**src/srtd_pkg.sv**
```systemverilog
// Shared constants and types for the strap termination and receiver-detect block.
// Assumes a 50 MHz system clock and strap levels already quantised by pad comparators.
package srtd_pkg;

  // Timebase.
  localparam int CLK_HZ             = 50_000_000;
  localparam int POLL_MS            = 12;
  localparam int POLL_CYCLES        = (CLK_HZ / 1000) * POLL_MS;
  localparam int PROBE_WAIT_CYCLES  = 8;

  // Group indices: A-side inputs, B-side inputs, downstream inputs.
  localparam int GRP_A              = 0;
  localparam int GRP_B              = 1;
  localparam int GRP_D              = 2;
  localparam int NUM_GRP            = 3;
  localparam int NUM_SIDE           = 2;

  // Register map, byte addresses.
  localparam logic [7:0] ADDR_STATUS = 8'h00;
  localparam logic [7:0] ADDR_CTRL   = 8'h04;

  // Status fields.
  localparam int ST_MODE_LSB        = 0;
  localparam int ST_TERM_LSB        = 4;
  localparam int ST_FOUND_LSB       = 8;
  localparam int ST_LOWPWR_BIT      = 12;

  // Control fields and reset value.
  localparam int CTL_PAUSE_BIT      = 0;
  localparam int CTL_RESTART_BIT    = 1;
  localparam logic CTRL_PAUSE_RST   = 1'b0;

  typedef enum logic [1:0] {LVL_LOW, LVL_RES, LVL_FLOAT, LVL_HIGH} srtd_level_t;

  typedef enum logic [2:0] {
    MODE_LOWPWR, MODE_MUX, MODE_RSVD, MODE_POLL_B, MODE_POLL_A, MODE_FANOUT
  } srtd_mode_t;

  // Three comparator outputs at 0.2, 0.5 and 0.8 of supply form a thermometer code.
  function automatic srtd_level_t levelOf(input logic [2:0] therm);
    if (therm[2]) return LVL_HIGH;
    if (therm[1]) return LVL_FLOAT;
    if (therm[0]) return LVL_RES;
    return LVL_LOW;
  endfunction

  // Swing in 100 mV units, de-emphasis in half-dB units, indexed by {pin1, pin0} levels.
  function automatic logic [8:0] deemphLookup(input logic [3:0] idx);
    case (idx)
      4'h0:    return {4'h6, 5'h00};
      4'h1:    return {4'h8, 5'h00};
      4'h2:    return {4'h8, 5'h07};
      4'h3:    return {4'h9, 5'h00};
      4'h4:    return {4'h9, 5'h07};
      4'h5:    return {4'h9, 5'h0c};
      4'h6:    return {4'ha, 5'h00};
      4'h7:    return {4'ha, 5'h07};
      4'h8:    return {4'ha, 5'h0c};
      4'h9:    return {4'hb, 5'h00};
      4'ha:    return {4'hb, 5'h07};
      4'hb:    return {4'hb, 5'h0c};
      4'hc:    return {4'hc, 5'h00};
      4'hd:    return {4'hc, 5'h07};
      4'he:    return {4'hc, 5'h0c};
      default: return {4'hc, 5'h12};
    endcase
  endfunction

endpackage

```
**src/srtd_det_if.sv**
```systemverilog
// Link between the top and one receiver-detect engine.
// Assumes both ends run on the same clock.
`timescale 1ns/1ns
interface srtd_det_if;
  logic ce;
  logic clear;
  logic enable;
  logic tick;
  logic sense;
  logic probe;
  logic found;

  modport top    (output ce, output clear, output enable, output tick, output sense,
                  input probe, input found);
  modport engine (input ce, input clear, input enable, input tick, input sense,
                  output probe, output found);
endinterface

```
**src/srtd_top.sv**
```systemverilog
// Strap decode, input termination control and receiver-detect polling.
// Assumes strap and sense pins are asynchronous; software uses a classic Wishbone master.
`timescale 1ns/1ns

// Contract
// Each control strap resolves to low, resistor-to-ground, floating or high.
// With the reset/power-down strap high, low power and every group high impedance.
// Path-mode low gives manual mux mode with 50 ohms on all three groups.
// Path-mode high gives manual fanout mode with 50 ohms on all three groups.
// The system must not strap path-mode to resistor-to-ground during normal operation.
// Path-mode floating with side select low or resistor polls B side, A stays high Z.
// Path-mode floating with side select floating or high polls A side, B stays high Z.
// Automatic detection probes every 12 msec and stops once a receiver is found.
// A polled group stays high impedance until its receiver is found.
// A successful detection switches that group to 50 ohms and holds it.
// Swing and de-emphasis of each side follow its two-pin de-emphasis strap pair.
// The poll timer and detection restart on a mode change or power-down assertion.
module srtd_top
  import srtd_pkg::*;
#(
  parameter int POLL_PERIOD = POLL_CYCLES
) (
  // Clock, reset and enable.
  input  wire logic                       clk,
  input  wire logic                       rstn,
  input  wire logic                       ce,
  // Wishbone slave.
  input  wire logic                       wb_cyc_i,
  input  wire logic                       wb_stb_i,
  input  wire logic                       wb_we_i,
  input  wire logic [7:0]                 wb_adr_i,
  input  wire logic [3:0]                 wb_sel_i,
  input  wire logic [31:0]                wb_dat_i,
  output      logic [31:0]                wb_dat_o,
  output      logic                       wb_ack_o,
  // Straps, as pad comparator thermometer codes.
  input  wire logic                       resetStrap,
  input  wire logic [2:0]                 pathModeStrap,
  input  wire logic [2:0]                 sideChoiceStrapA,
  input  wire logic [2:0]                 sideChoiceStrapB,
  input  wire logic [1:0][1:0][2:0]       deemphasisStrapPair,
  // Far-end receiver detection per group.
  input  wire logic [srtd_pkg::NUM_GRP-1:0] rxSense,
  output      logic [srtd_pkg::NUM_GRP-1:0] rxProbe,
  // Termination and driver settings.
  output      logic [srtd_pkg::NUM_GRP-1:0] termOn,
  output      logic                       lowPower,
  output      logic [1:0][3:0]            outputSwing,
  output      logic [1:0][4:0]            deemphasisLevel
);
  import srtd_pkg::*;

  localparam int SYNC_W = 1 + 3 + 3 + 3 + 12 + NUM_GRP;
  localparam int CNT_W  = $clog2(POLL_PERIOD);
  // The power-down bit resets high so the decode opens in low power, never in mux mode.
  localparam logic [SYNC_W-1:0] SYNC_RST = {1'b1, {(SYNC_W - 1){1'b0}}};

  initial begin
    if (POLL_PERIOD < 2) $error("POLL_PERIOD must be at least 2");
  end

  // Every strap and sense pin passes two flops before any decode looks at it.
  logic [SYNC_W-1:0] syncA_q;
  logic [SYNC_W-1:0] syncB_q;

  always_ff @(posedge clk or negedge rstn) begin
    if (!rstn) begin
      syncA_q <= SYNC_RST;
      syncB_q <= SYNC_RST;
    end else if (ce) begin
      syncA_q <= {resetStrap, pathModeStrap, sideChoiceStrapA, sideChoiceStrapB,
                  deemphasisStrapPair, rxSense};
      syncB_q <= syncA_q;
    end
  end

  logic                      rstStrapS;
  logic [2:0]                pathS;
  logic [2:0]                selAS;
  logic [2:0]                selBS;
  logic [1:0][1:0][2:0]      demS;
  logic [NUM_GRP-1:0]        senseS;

  assign {rstStrapS, pathS, selAS, selBS, demS, senseS} = syncB_q;

  // Side choice b is strapped to the same level as side choice a; only a is decoded.
  srtd_level_t pathLvl;
  srtd_level_t selLvl;
  srtd_mode_t  mode_d;

  assign pathLvl = levelOf(pathS);
  assign selLvl  = levelOf(selAS);

  always_comb begin
    if (rstStrapS) begin
      mode_d = MODE_LOWPWR;
    end else begin
      case (pathLvl)
        LVL_LOW:   mode_d = MODE_MUX;
        LVL_HIGH:  mode_d = MODE_FANOUT;
        LVL_FLOAT: mode_d = (selLvl == LVL_LOW || selLvl == LVL_RES) ?
                            MODE_POLL_B : MODE_POLL_A;
        default:   mode_d = MODE_RSVD;
      endcase
    end
  end

  srtd_mode_t mode_q;
  logic       ctrlPause_q;
  logic       restart_q;

  always_ff @(posedge clk or negedge rstn) begin
    if (!rstn) begin
      mode_q <= MODE_LOWPWR;
    end else if (ce) begin
      mode_q <= mode_d;
    end
  end

  // Poll timebase; restarting it keeps each group's first probe a full interval out.
  logic             timerClear;
  logic [CNT_W-1:0] pollCnt_q;
  logic             tick_q;

  assign timerClear = (mode_d != mode_q) || rstStrapS || restart_q;

  always_ff @(posedge clk or negedge rstn) begin
    if (!rstn) begin
      pollCnt_q <= '0;
      tick_q    <= 1'b0;
    end else if (ce) begin
      tick_q <= 1'b0;
      if (timerClear) begin
        pollCnt_q <= '0;
      end else if (pollCnt_q == CNT_W'(POLL_PERIOD - 1)) begin
        pollCnt_q <= '0;
        tick_q    <= !ctrlPause_q;
      end else begin
        pollCnt_q <= pollCnt_q + CNT_W'(1);
      end
    end
  end

  // Detection engines, one per input group.
  logic [NUM_GRP-1:0] autoGrp;
  logic [NUM_GRP-1:0] found;
  logic [NUM_GRP-1:0] probe;

  assign autoGrp[GRP_A] = (mode_q == MODE_POLL_A);
  assign autoGrp[GRP_B] = (mode_q == MODE_POLL_B);
  assign autoGrp[GRP_D] = (mode_q == MODE_POLL_A) || (mode_q == MODE_POLL_B);

  genvar g;
  generate
    for (g = 0; g < NUM_GRP; g++) begin : gen_grp
      srtd_det_if det ();
      assign det.ce     = ce;
      assign det.clear  = timerClear;
      assign det.enable = autoGrp[g];
      assign det.tick   = tick_q;
      assign det.sense  = senseS[g];
      assign found[g]   = det.found;
      assign probe[g]   = det.probe;
      srtd_rx_detect #(.WAIT(PROBE_WAIT_CYCLES)) u_det (
        .clk  (clk),
        .rstn (rstn),
        .det  (det.engine)
      );
    end
  endgenerate

  // Termination per group; the reserved path-mode level is held high impedance.
  logic [NUM_GRP-1:0] term_d;

  always_comb begin
    case (mode_q)
      MODE_MUX, MODE_FANOUT:   term_d = '1;
      MODE_POLL_A, MODE_POLL_B: term_d = autoGrp & found;
      default:                 term_d = '0;
    endcase
  end

  always_ff @(posedge clk or negedge rstn) begin
    if (!rstn) begin
      termOn   <= '0;
      lowPower <= 1'b1;
      rxProbe  <= '0;
    end else if (ce) begin
      termOn   <= term_d;
      lowPower <= (mode_q == MODE_LOWPWR);
      rxProbe  <= probe;
    end
  end

  // Driver settings, one lookup per side.
  genvar s;
  generate
    for (s = 0; s < NUM_SIDE; s++) begin : gen_side
      logic [8:0] setting;
      assign setting = deemphLookup({levelOf(demS[s][1]), levelOf(demS[s][0])});
      always_ff @(posedge clk or negedge rstn) begin
        if (!rstn) begin
          outputSwing[s]     <= 4'h6;
          deemphasisLevel[s] <= 5'h00;
        end else if (ce) begin
          outputSwing[s]     <= setting[8:5];
          deemphasisLevel[s] <= setting[4:0];
        end
      end
    end
  endgenerate

  // Wishbone slave: ack one cycle after the request, for one cycle; writes land with ack.
  logic        wbReq;
  logic        wbWrite;
  logic [31:0] status;

  assign wbReq   = wb_cyc_i && wb_stb_i;
  assign wbWrite = wbReq && wb_we_i && wb_ack_o && wb_sel_i[0];

  always_comb begin
    status = 32'h0000_0000;
    status[ST_MODE_LSB +: 3]   = mode_q;
    status[ST_TERM_LSB +: 3]   = termOn;
    status[ST_FOUND_LSB +: 3]  = found;
    status[ST_LOWPWR_BIT]      = lowPower;
  end

  always_ff @(posedge clk or negedge rstn) begin
    if (!rstn) begin
      wb_ack_o <= 1'b0;
      wb_dat_o <= 32'h0000_0000;
    end else if (ce) begin
      wb_ack_o <= wbReq && !wb_ack_o;
      if (wbReq && !wb_ack_o) begin
        case (wb_adr_i)
          ADDR_STATUS: wb_dat_o <= status;
          ADDR_CTRL:   wb_dat_o <= {31'h0000_0000, ctrlPause_q};
          default:     wb_dat_o <= 32'h0000_0000;
        endcase
      end
    end
  end

  always_ff @(posedge clk or negedge rstn) begin
    if (!rstn) begin
      ctrlPause_q <= CTRL_PAUSE_RST;
      restart_q   <= 1'b0;
    end else if (ce) begin
      restart_q <= 1'b0;
      if (wbWrite && wb_adr_i == ADDR_CTRL) begin
        ctrlPause_q <= wb_dat_i[CTL_PAUSE_BIT];
        restart_q   <= wb_dat_i[CTL_RESTART_BIT];
      end
    end
  end

endmodule

```
**src/srtd_rx_detect.sv**
```systemverilog
// One far-end receiver-detect engine for one input group.
// Assumes tick arrives once per poll interval and sense is already synchronised.
`timescale 1ns/1ns
module srtd_rx_detect
  import srtd_pkg::*;
#(
  parameter int WAIT = PROBE_WAIT_CYCLES
) (
  // Clock and reset.
  input wire logic clk,
  input wire logic rstn,
  // Control link.
  srtd_det_if.engine det
);

  typedef enum logic [1:0] {ST_IDLE, ST_SETTLE, ST_FOUND} srtd_det_state_t;

  srtd_det_state_t state_q;
  logic [7:0]      waitCnt_q;

  initial begin
    if (WAIT < 1 || WAIT > 255) $error("WAIT must be 1..255");
  end

  always_ff @(posedge clk or negedge rstn) begin
    if (!rstn) begin
      state_q   <= ST_IDLE;
      waitCnt_q <= 8'h00;
      det.probe <= 1'b0;
      det.found <= 1'b0;
    end else if (det.ce) begin
      det.probe <= 1'b0;
      if (det.clear || !det.enable) begin
        state_q   <= ST_IDLE;
        det.found <= 1'b0;
      end else begin
        case (state_q)
          ST_IDLE: begin
            if (det.tick) begin
              det.probe <= 1'b1;
              waitCnt_q <= 8'h00;
              state_q   <= ST_SETTLE;
            end
          end
          ST_SETTLE: begin
            if (waitCnt_q == 8'(WAIT - 1)) begin
              if (det.sense) begin
                det.found <= 1'b1;
                state_q   <= ST_FOUND;
              end else begin
                state_q   <= ST_IDLE;
              end
            end else begin
              waitCnt_q <= waitCnt_q + 8'h01;
            end
          end
          ST_FOUND: state_q <= ST_FOUND;
          default:  state_q <= ST_IDLE;
        endcase
      end
    end
  end

endmodule

```
**config.mk**
```make
export PLATFORM = sky130hd
export DESIGN_NAME = srtd_top
export DESIGN_NICKNAME = d
export VERILOG_FILES = /design/src/srtd_pkg.sv /design/src/srtd_det_if.sv /design/src/srtd_top.sv /design/src/srtd_rx_detect.sv
export SDC_FILE = /design/constraint.sdc
export NUM_CORES = 1
export LEC_CHECK = 0
export BUFFER_PORTS_ARGS = -buffer_cell sky130_fd_sc_hd__buf_2
export CORE_ASPECT_RATIO = 0.75
export CORE_MARGIN = 8
export CORE_UTILIZATION = 30
export CTS_CLUSTER_SIZE = 24
export DETAILED_ROUTE_END_ITERATION = 10
export GPL_ROUTABILITY_DRIVEN = 0
export GPL_TIMING_DRIVEN = 0
export MAX_ROUTING_LAYER = met4
export SLEW_MARGIN = 10
export SYNTH_ARGS = -nofsm -noshare
export SYNTH_HDL_FRONTEND = slang
export SYNTH_SLANG_ARGS = --single-unit
```
**constraint.sdc**
```tcl
create_clock -name clk -period 2.56 [get_ports clk]
set_clock_uncertainty 0.15 [all_clocks]
set_input_delay 0.512 -clock clk [delete_from_list [all_inputs] [get_ports clk]]
set_output_delay 0.512 -clock clk [all_outputs]
set_load 0.03 [all_outputs]
```
# Word-level counts from Yosys, hierarchy flattened
# Memories as Yosys holds them, arrays and structs flattened. A register that Yosys moved wholly into a read port is not among the register bits.
# Cells that the tools add are included.
dict set report totals {
  n_memories 2
  word_cells 238
  mem_bits_rw 0
  latchBits 0
  rom_bits 288
  inputBits 75
  regBits 152
}
dict set report classes {
  reduce_logical 52
  n_mux 121
  n_addsub 4
  n_eq_ne 31
  multipliers 0
  div 0
  n_bitwise 4
  magnitude_cmp 0
  shifts 0
}
# name depth word_bits read_ports rd_clocked_by_memory_dff wr line
set memory_table {}
lappend memory_table {{(no name shown)} 16 9 1 1 0 srtd_pkg.sv:49} ;# case (idx)
lappend memory_table {{(no name shown)} 16 9 1 1 0 srtd_pkg.sv:49}
# cell n
set op_table {}
lappend op_table {{$mux 2} 46}
lappend op_table {{$mux 1} 58}
lappend op_table {{$pmux 8 s2} 3}
lappend op_table {{$mux 20} 2}
lappend op_table {{$eq 8x3->1 const B} 4}
lappend op_table {{$mux 8} 4}
lappend op_table {{$pmux 13 s2} 1}
lappend op_table {{$add 8x1->8 const B} 3}
lappend op_table {{$reduce_bool 2->1} 12}
lappend op_table {{$add 20x1->20 const B} 1}
lappend op_table {{$eq 20x20->1 const B} 1}
lappend op_table {{$pmux 2 s3} 3}
lappend op_table {{$reduce_and 5->1} 3}
lappend op_table {{$ne 2x2->1 const B} 6}
lappend op_table {{$reduce_and 4->1} 3}
lappend op_table {{$eq 2x2->1 const B} 5}
lappend op_table {{$logic_not 2->1} 5}
lappend op_table {{$ne 3x1->1 const B} 3}
lappend op_table {{$ne 3x2->1 const B} 3}
lappend op_table {{$pmux 3 s3} 1}
lappend op_table {{$reduce_and 3->1} 3}
lappend op_table {{$eq 2x1->1 const B} 4}
lappend op_table {{$logic_not 8->1} 1}
lappend op_table {{$logic_not 1->1} 7}
lappend op_table {{13 further kinds} 30}

# Logic depth before layout (Yosys ltp)
dict set report depth {
  depth_word 18
  ltp_mapped 8
  ltp_nobuf 8
}

# Hierarchy
# A second synthesis with hierarchy kept.
dict set report unflattened {
  cells_unflattened 668
  area_unflattened_um2 7195.7
}
# mod seq_area_each_um2 area_each_um2 instances cells_each
set modules_own_cells {}
lappend modules_own_cells {srtd_top 2611.3 5168.7 1 470}
lappend modules_own_cells {srtd_rx_detect 300.3 675.6 3 66}

# Worst setup path before layout
# No wires, ideal clock.
dict set report synth_timing {
  kind {register to register}
  start {register syncB_q[23]}
  end {register gen_grp[0].u_det.waitCnt_q[6]}
  arrival_time_ns 2.114
  t_required_ns 2.334
  path_buffers 2
  synth_period_minus_slack_ns 2.340
  path_stages_with_launch 8
  path_slack_ns 0.220
  cell_sequence {dfrtp_1 buf_6 o21ba_2 nand4_2 or4_4 buf_6 or4_1 o21ai_1}
}
dict set report synth_between {
  elab_chain_cells 11
  word_cells_on_any_way 13
  classes_between {eq/ne: 3; mux: 4; bitwise: 1; reduce/logical: 5}
}
# element line
set synth_lines {}
lappend synth_lines {{start: declaration} srtd_top.sv:64} ;# logic [SYNC_W-1:0] syncB_q;
lappend synth_lines {{start signal: assignment} srtd_top.sv:73} ;# syncB_q <= syncA_q;
lappend synth_lines {{$mux 1 *} srtd_pkg.sv:41} ;# if (therm[2]) return LVL_HIGH;
lappend synth_lines {{$mux 2 *} srtd_pkg.sv:42} ;# if (therm[1]) return LVL_FLOAT;
lappend synth_lines {{$eq 2x2->1 / $logic_not 2->1 (equally long branches)} srtd_top.sv:98} ;# case (pathLvl)
lappend synth_lines {{$pmux 3 s3 *} srtd_top.sv:98}
lappend synth_lines {{$mux 3 *} srtd_top.sv:95} ;# if (rstStrapS) begin
lappend synth_lines {{$ne 3x3->1 *} srtd_top.sv:125} ;# assign timerClear = (mode_d != mode_q) || rstStrapS || restart_q;
lappend synth_lines {{$logic_or 1x1->1 * (2 in series)} srtd_top.sv:125}
lappend synth_lines {{$logic_or 1x1->1 *} srtd_rx_detect.sv:33} ;# if (det.clear || !det.enable) begin
lappend synth_lines {{$not 1->1 (no line) *} -}
lappend synth_lines {{$reduce_and 5->1 (no line) *} -}
lappend synth_lines {{end signal: assignment} srtd_rx_detect.sv:54} ;# waitCnt_q <= waitCnt_q + 8'h01;
lappend synth_lines {{end: declaration} srtd_rx_detect.sv:19} ;# logic [7:0] waitCnt_q;
# Every way passes the cells marked *; elsewhere a longest branch is shown, timed or not.
# A chain may end at the register's enable or synchronous reset.

# Worst setup path after layout
# Ends and elaborated chain as after synthesis.

==> metrics <==
fin. max-slew vios 0; max-cap viol count 0; Worst-path clk slew 0.06 ns; antenna-violating nets left 0; reg2reg path depth 7; top cell type's share of synthesized area 45.7%; final hold vios 0; top post-synthesis cells by area dfrtp_1, mux2_2, ha_1; Pwr Total 6380 uW; register area 0.00351 mm2; vias in the first global route 5,709; WHS Path Cells 2; Worst setup EP type register; clk_lat worst skew 0.42 ns; Clock Path Buffers 2; status completed; HP Class primary input to register; pin count of the biggest net entering global routing 77; total clock sinks between 100 and 150; Distinct cells, synth 69; share of flip-flops with an asynchronous set or reset 100%; clock root cell clkbuf_16; placed cell count 1,101; switching share of power 30.0%; P_sw 1920 uW; Ports 133; die area 0.0296 mm2; most frequent cells in the layout dfrtp_1, buf_2, mux2_2; share of cells above drive strength 1 28.8%; Post-Route WL 19.2 mm; Synth area leader dfrtp_1; Arr. time, crit path 2.67 ns; vias per inst a little over 5; cell count after synthesis 700; pwr dens 713 mW/mm2; sequential-to-total area share from yosys stat 48.2%; standard-cell rows 49; Reg-to-Reg End gen_grp[0].u_det.waitCnt_q[6]; Achievable Freq 404 MHz; sequential share of power slightly below 40%; area grow syn2layout 23.0%; DRC viols 0; drt wl/cell 16.7 um; Die Ht 151 um; GRT overflow 0; Core Region 0.0239 mm2; Cell Count, Final, Fillers Out 1,149; Post-synth EDFFs 0; Pre-antenna DRT Iters 5; Primary FF master, synth dfrtp_1; first-pass GRT wire length 30.9 mm; Detail Placement HPWL 13.5 mm; Setup crit start kind register; data required time at the worst endpoint between 2 and 3 ns; Syn Area/Cell roughly 10 um2; critical path class register to register; Synth Cell Area 0.00728 mm2; WHS Endpoint restart_q; period utilisation layout 96.7%; post-route setup TNS 0 ns; Tot GR Track Use 13.4%; clock power share 41.1%; Yosys reg bits 140; hold wc startpoint wb_dat_i[1]; Rel. slew slack 34.2%; Starting Density 30.5%; CTS H-tree lvls 4; Leak 0.00395 uW; Cell Int Power 4470 uW; nets@finish roughly 920; Port Buffers 73; multi-input logic area 0.00348 mm2; YS warnings 0; CTS tree yes; combinational share of power ~19%; Worst VDD drop 0.447 mV; CTS Buf Count 17; Starting DRT DRC Count 485; most common cell after layout, fill and taps aside dfrtp_1; min cycle time layout around 2.5 ns; Reg-to-Reg Start syncB_q[23]; Max FO, Critical Path 10; Least-Margin Pin Slew a little under 1 ns; # setup viols final 0; initial antenna violation count 3; Worst R2R Setup Slack roughly 0.085 ns; Filler cells 2,403; routed vias 5,871; Chip Width 196 um
cell usage after synthesis, types with 6 or more instances:
cell type and count:
nand2b_1 10, buf_4 23, ha_1 20, or3_1 7
a211oi_1 6, nand3_1 27, a22o_1 16, nor3_1 16
mux2_2 53, o311ai_0 8, clkbuf_1 31, nor2b_1 9
or2_2 9, dfrtp_1 133, and3_1 14, inv_1 29
o31ai_1 15, nand2_1 49, a21oi_1 26, o211ai_1 6
o21ai_0 38, nor3b_1 8, nand4_1 11, dfstp_2 7
a21o_1 7, o21a_1 8, nor4_1 7, nor2_1 32
nor4b_1 6
routing by layer:
| metal | vias to the layer above | track usage, % | wire length, um |
|---|---|---|---|
| met5 | - | - | 0 |
| li1 | 2803 | - | - |
| met1 | 2890 | 19.2 | 9850 |
| met2 | 164 | 18.4 | 7880 |
| met4 | 0 | 4.01 | 164 |
| met3 | 14 | 3.33 | 1320 |
registers in the layout, indices dropped and copies added (netlist names):
name                     count
mode_q                       3
deemphasisLevel             10
termOn                       3
gen_grp.det.tick             1
gen_grp.u_det.state_q        6
outputSwing                  8
ctrlPause_q                  1
gen_grp.u_det.det.probe      3
wb_dat_o                    10
gen_grp.u_det.det.found      3
wb_ack_o                     1
pollCnt_q                   20
lowPower                     1
syncB_q                     21
gen_grp.u_det.waitCnt_q     24
rxProbe                      3
syncA_q                     21
restart_q                    1
worst max-delay path by stage:
stage                startpoint  cells after the start  slack (ns)                             to
finish              syncB_q[23]                      7        0.08  gen_grp[0].u_det.waitCnt_q[6]
detailed placement           ce                      5       -0.24             deemphasisLevel[9]
global placement           rstn                      1       -1.28                    wb_dat_o[5]
CTS                 syncB_q[22]                      7       0.002                   pollCnt_q[6]
floorplan           syncB_q[23]                      7        0.22  gen_grp[0].u_det.waitCnt_q[6]
global route        syncB_q[20]                      7       -0.02  gen_grp[1].u_det.waitCnt_q[7]
stage by stage:
| stage | setup slack [ns] | instance area, um2 | utilization (%) | hold WS [ns] |
|---|---|---|---|---|
| final | 0.0845 | 8960 | 37.5 | 0.171 |
| after global routing | -0.0161 | 8960 | 37.5 | 0.162 |
| after CTS | 0.00160 | 8820 | 36.9 | 0.155 |
| after detailed placement | -0.237 | 8150 | 34.1 | 0.319 |
| after global placement | -1.28 | 8110 | 33.9 | 0.308 |
| after floorplan | 0.220 | 7360 | - | 0.0664 |
power groups by stage:
stage          clock network, uW  registers, uW  logic, uW
3_3_place_gp                   0           2570       1140
2_1_floorplan                  0           2690        642
4_1_cts                     2670           2530       1200
5_1_grt                     2760           2560       1340
6_report                    2620           2530       1230
3_5_place_dp                   0           2570       1160
final cells by class:
class                      count  share of cell area [%]
antenna                        3                  0.0838
buffer                        58                    3.77
clock buffer                  21                    5.25
clock inverter                11                    1.76
inverter                      29                    1.22
multi-input combinational    494                    38.8
sequential                   140                    39.2
tap                          306                    4.27
timing repair buffer          87                    5.61
critical path, stage by stage, from the launching register on:
cell and delay [ns]:
dfrtp_1 0.37, buf_6 0.14, o21ba_2 0.28, nand4_2 0.20, or4_4 0.58, buf_6 0.15
or4_1 0.46, o21ai_1 0.08
timing repair:
action | 4_1_cts | 5_1_grt
buffers inserted | 2 | 10
gates cloned | 0 | 0
gates resized for setup | 6 | 20
endpoints found under the setup margin | 22 | 32
pin swaps | 1 | 7
hold buffers | 1 | 0
hold endpoints to repair | 62 | 0
cells by family (layout without fill, tap and decap cells):
| kind of cell | Yosys count | in the layout | share of synthesized area (%) |
|---|---|---|---|
| AO/OA/AOI/OAI | 165 | 165 | 16.2 |
| XOR/XNOR | 2 | 2 | 0.241 |
| adder cells (fa/ha/maj) | 20 | 20 | 3.44 |
| buffers and inverters | 87 | 206 | 6.00 |
| flip-flops | 140 | 140 | 48.2 |
| multiplexers | 55 | 55 | 8.47 |
| other | 1 | 25 | 0.0515 |
| AND/OR/NAND/NOR | 230 | 230 | 17.4 |
Note: power is estimated with default switching activity, not from simulation.
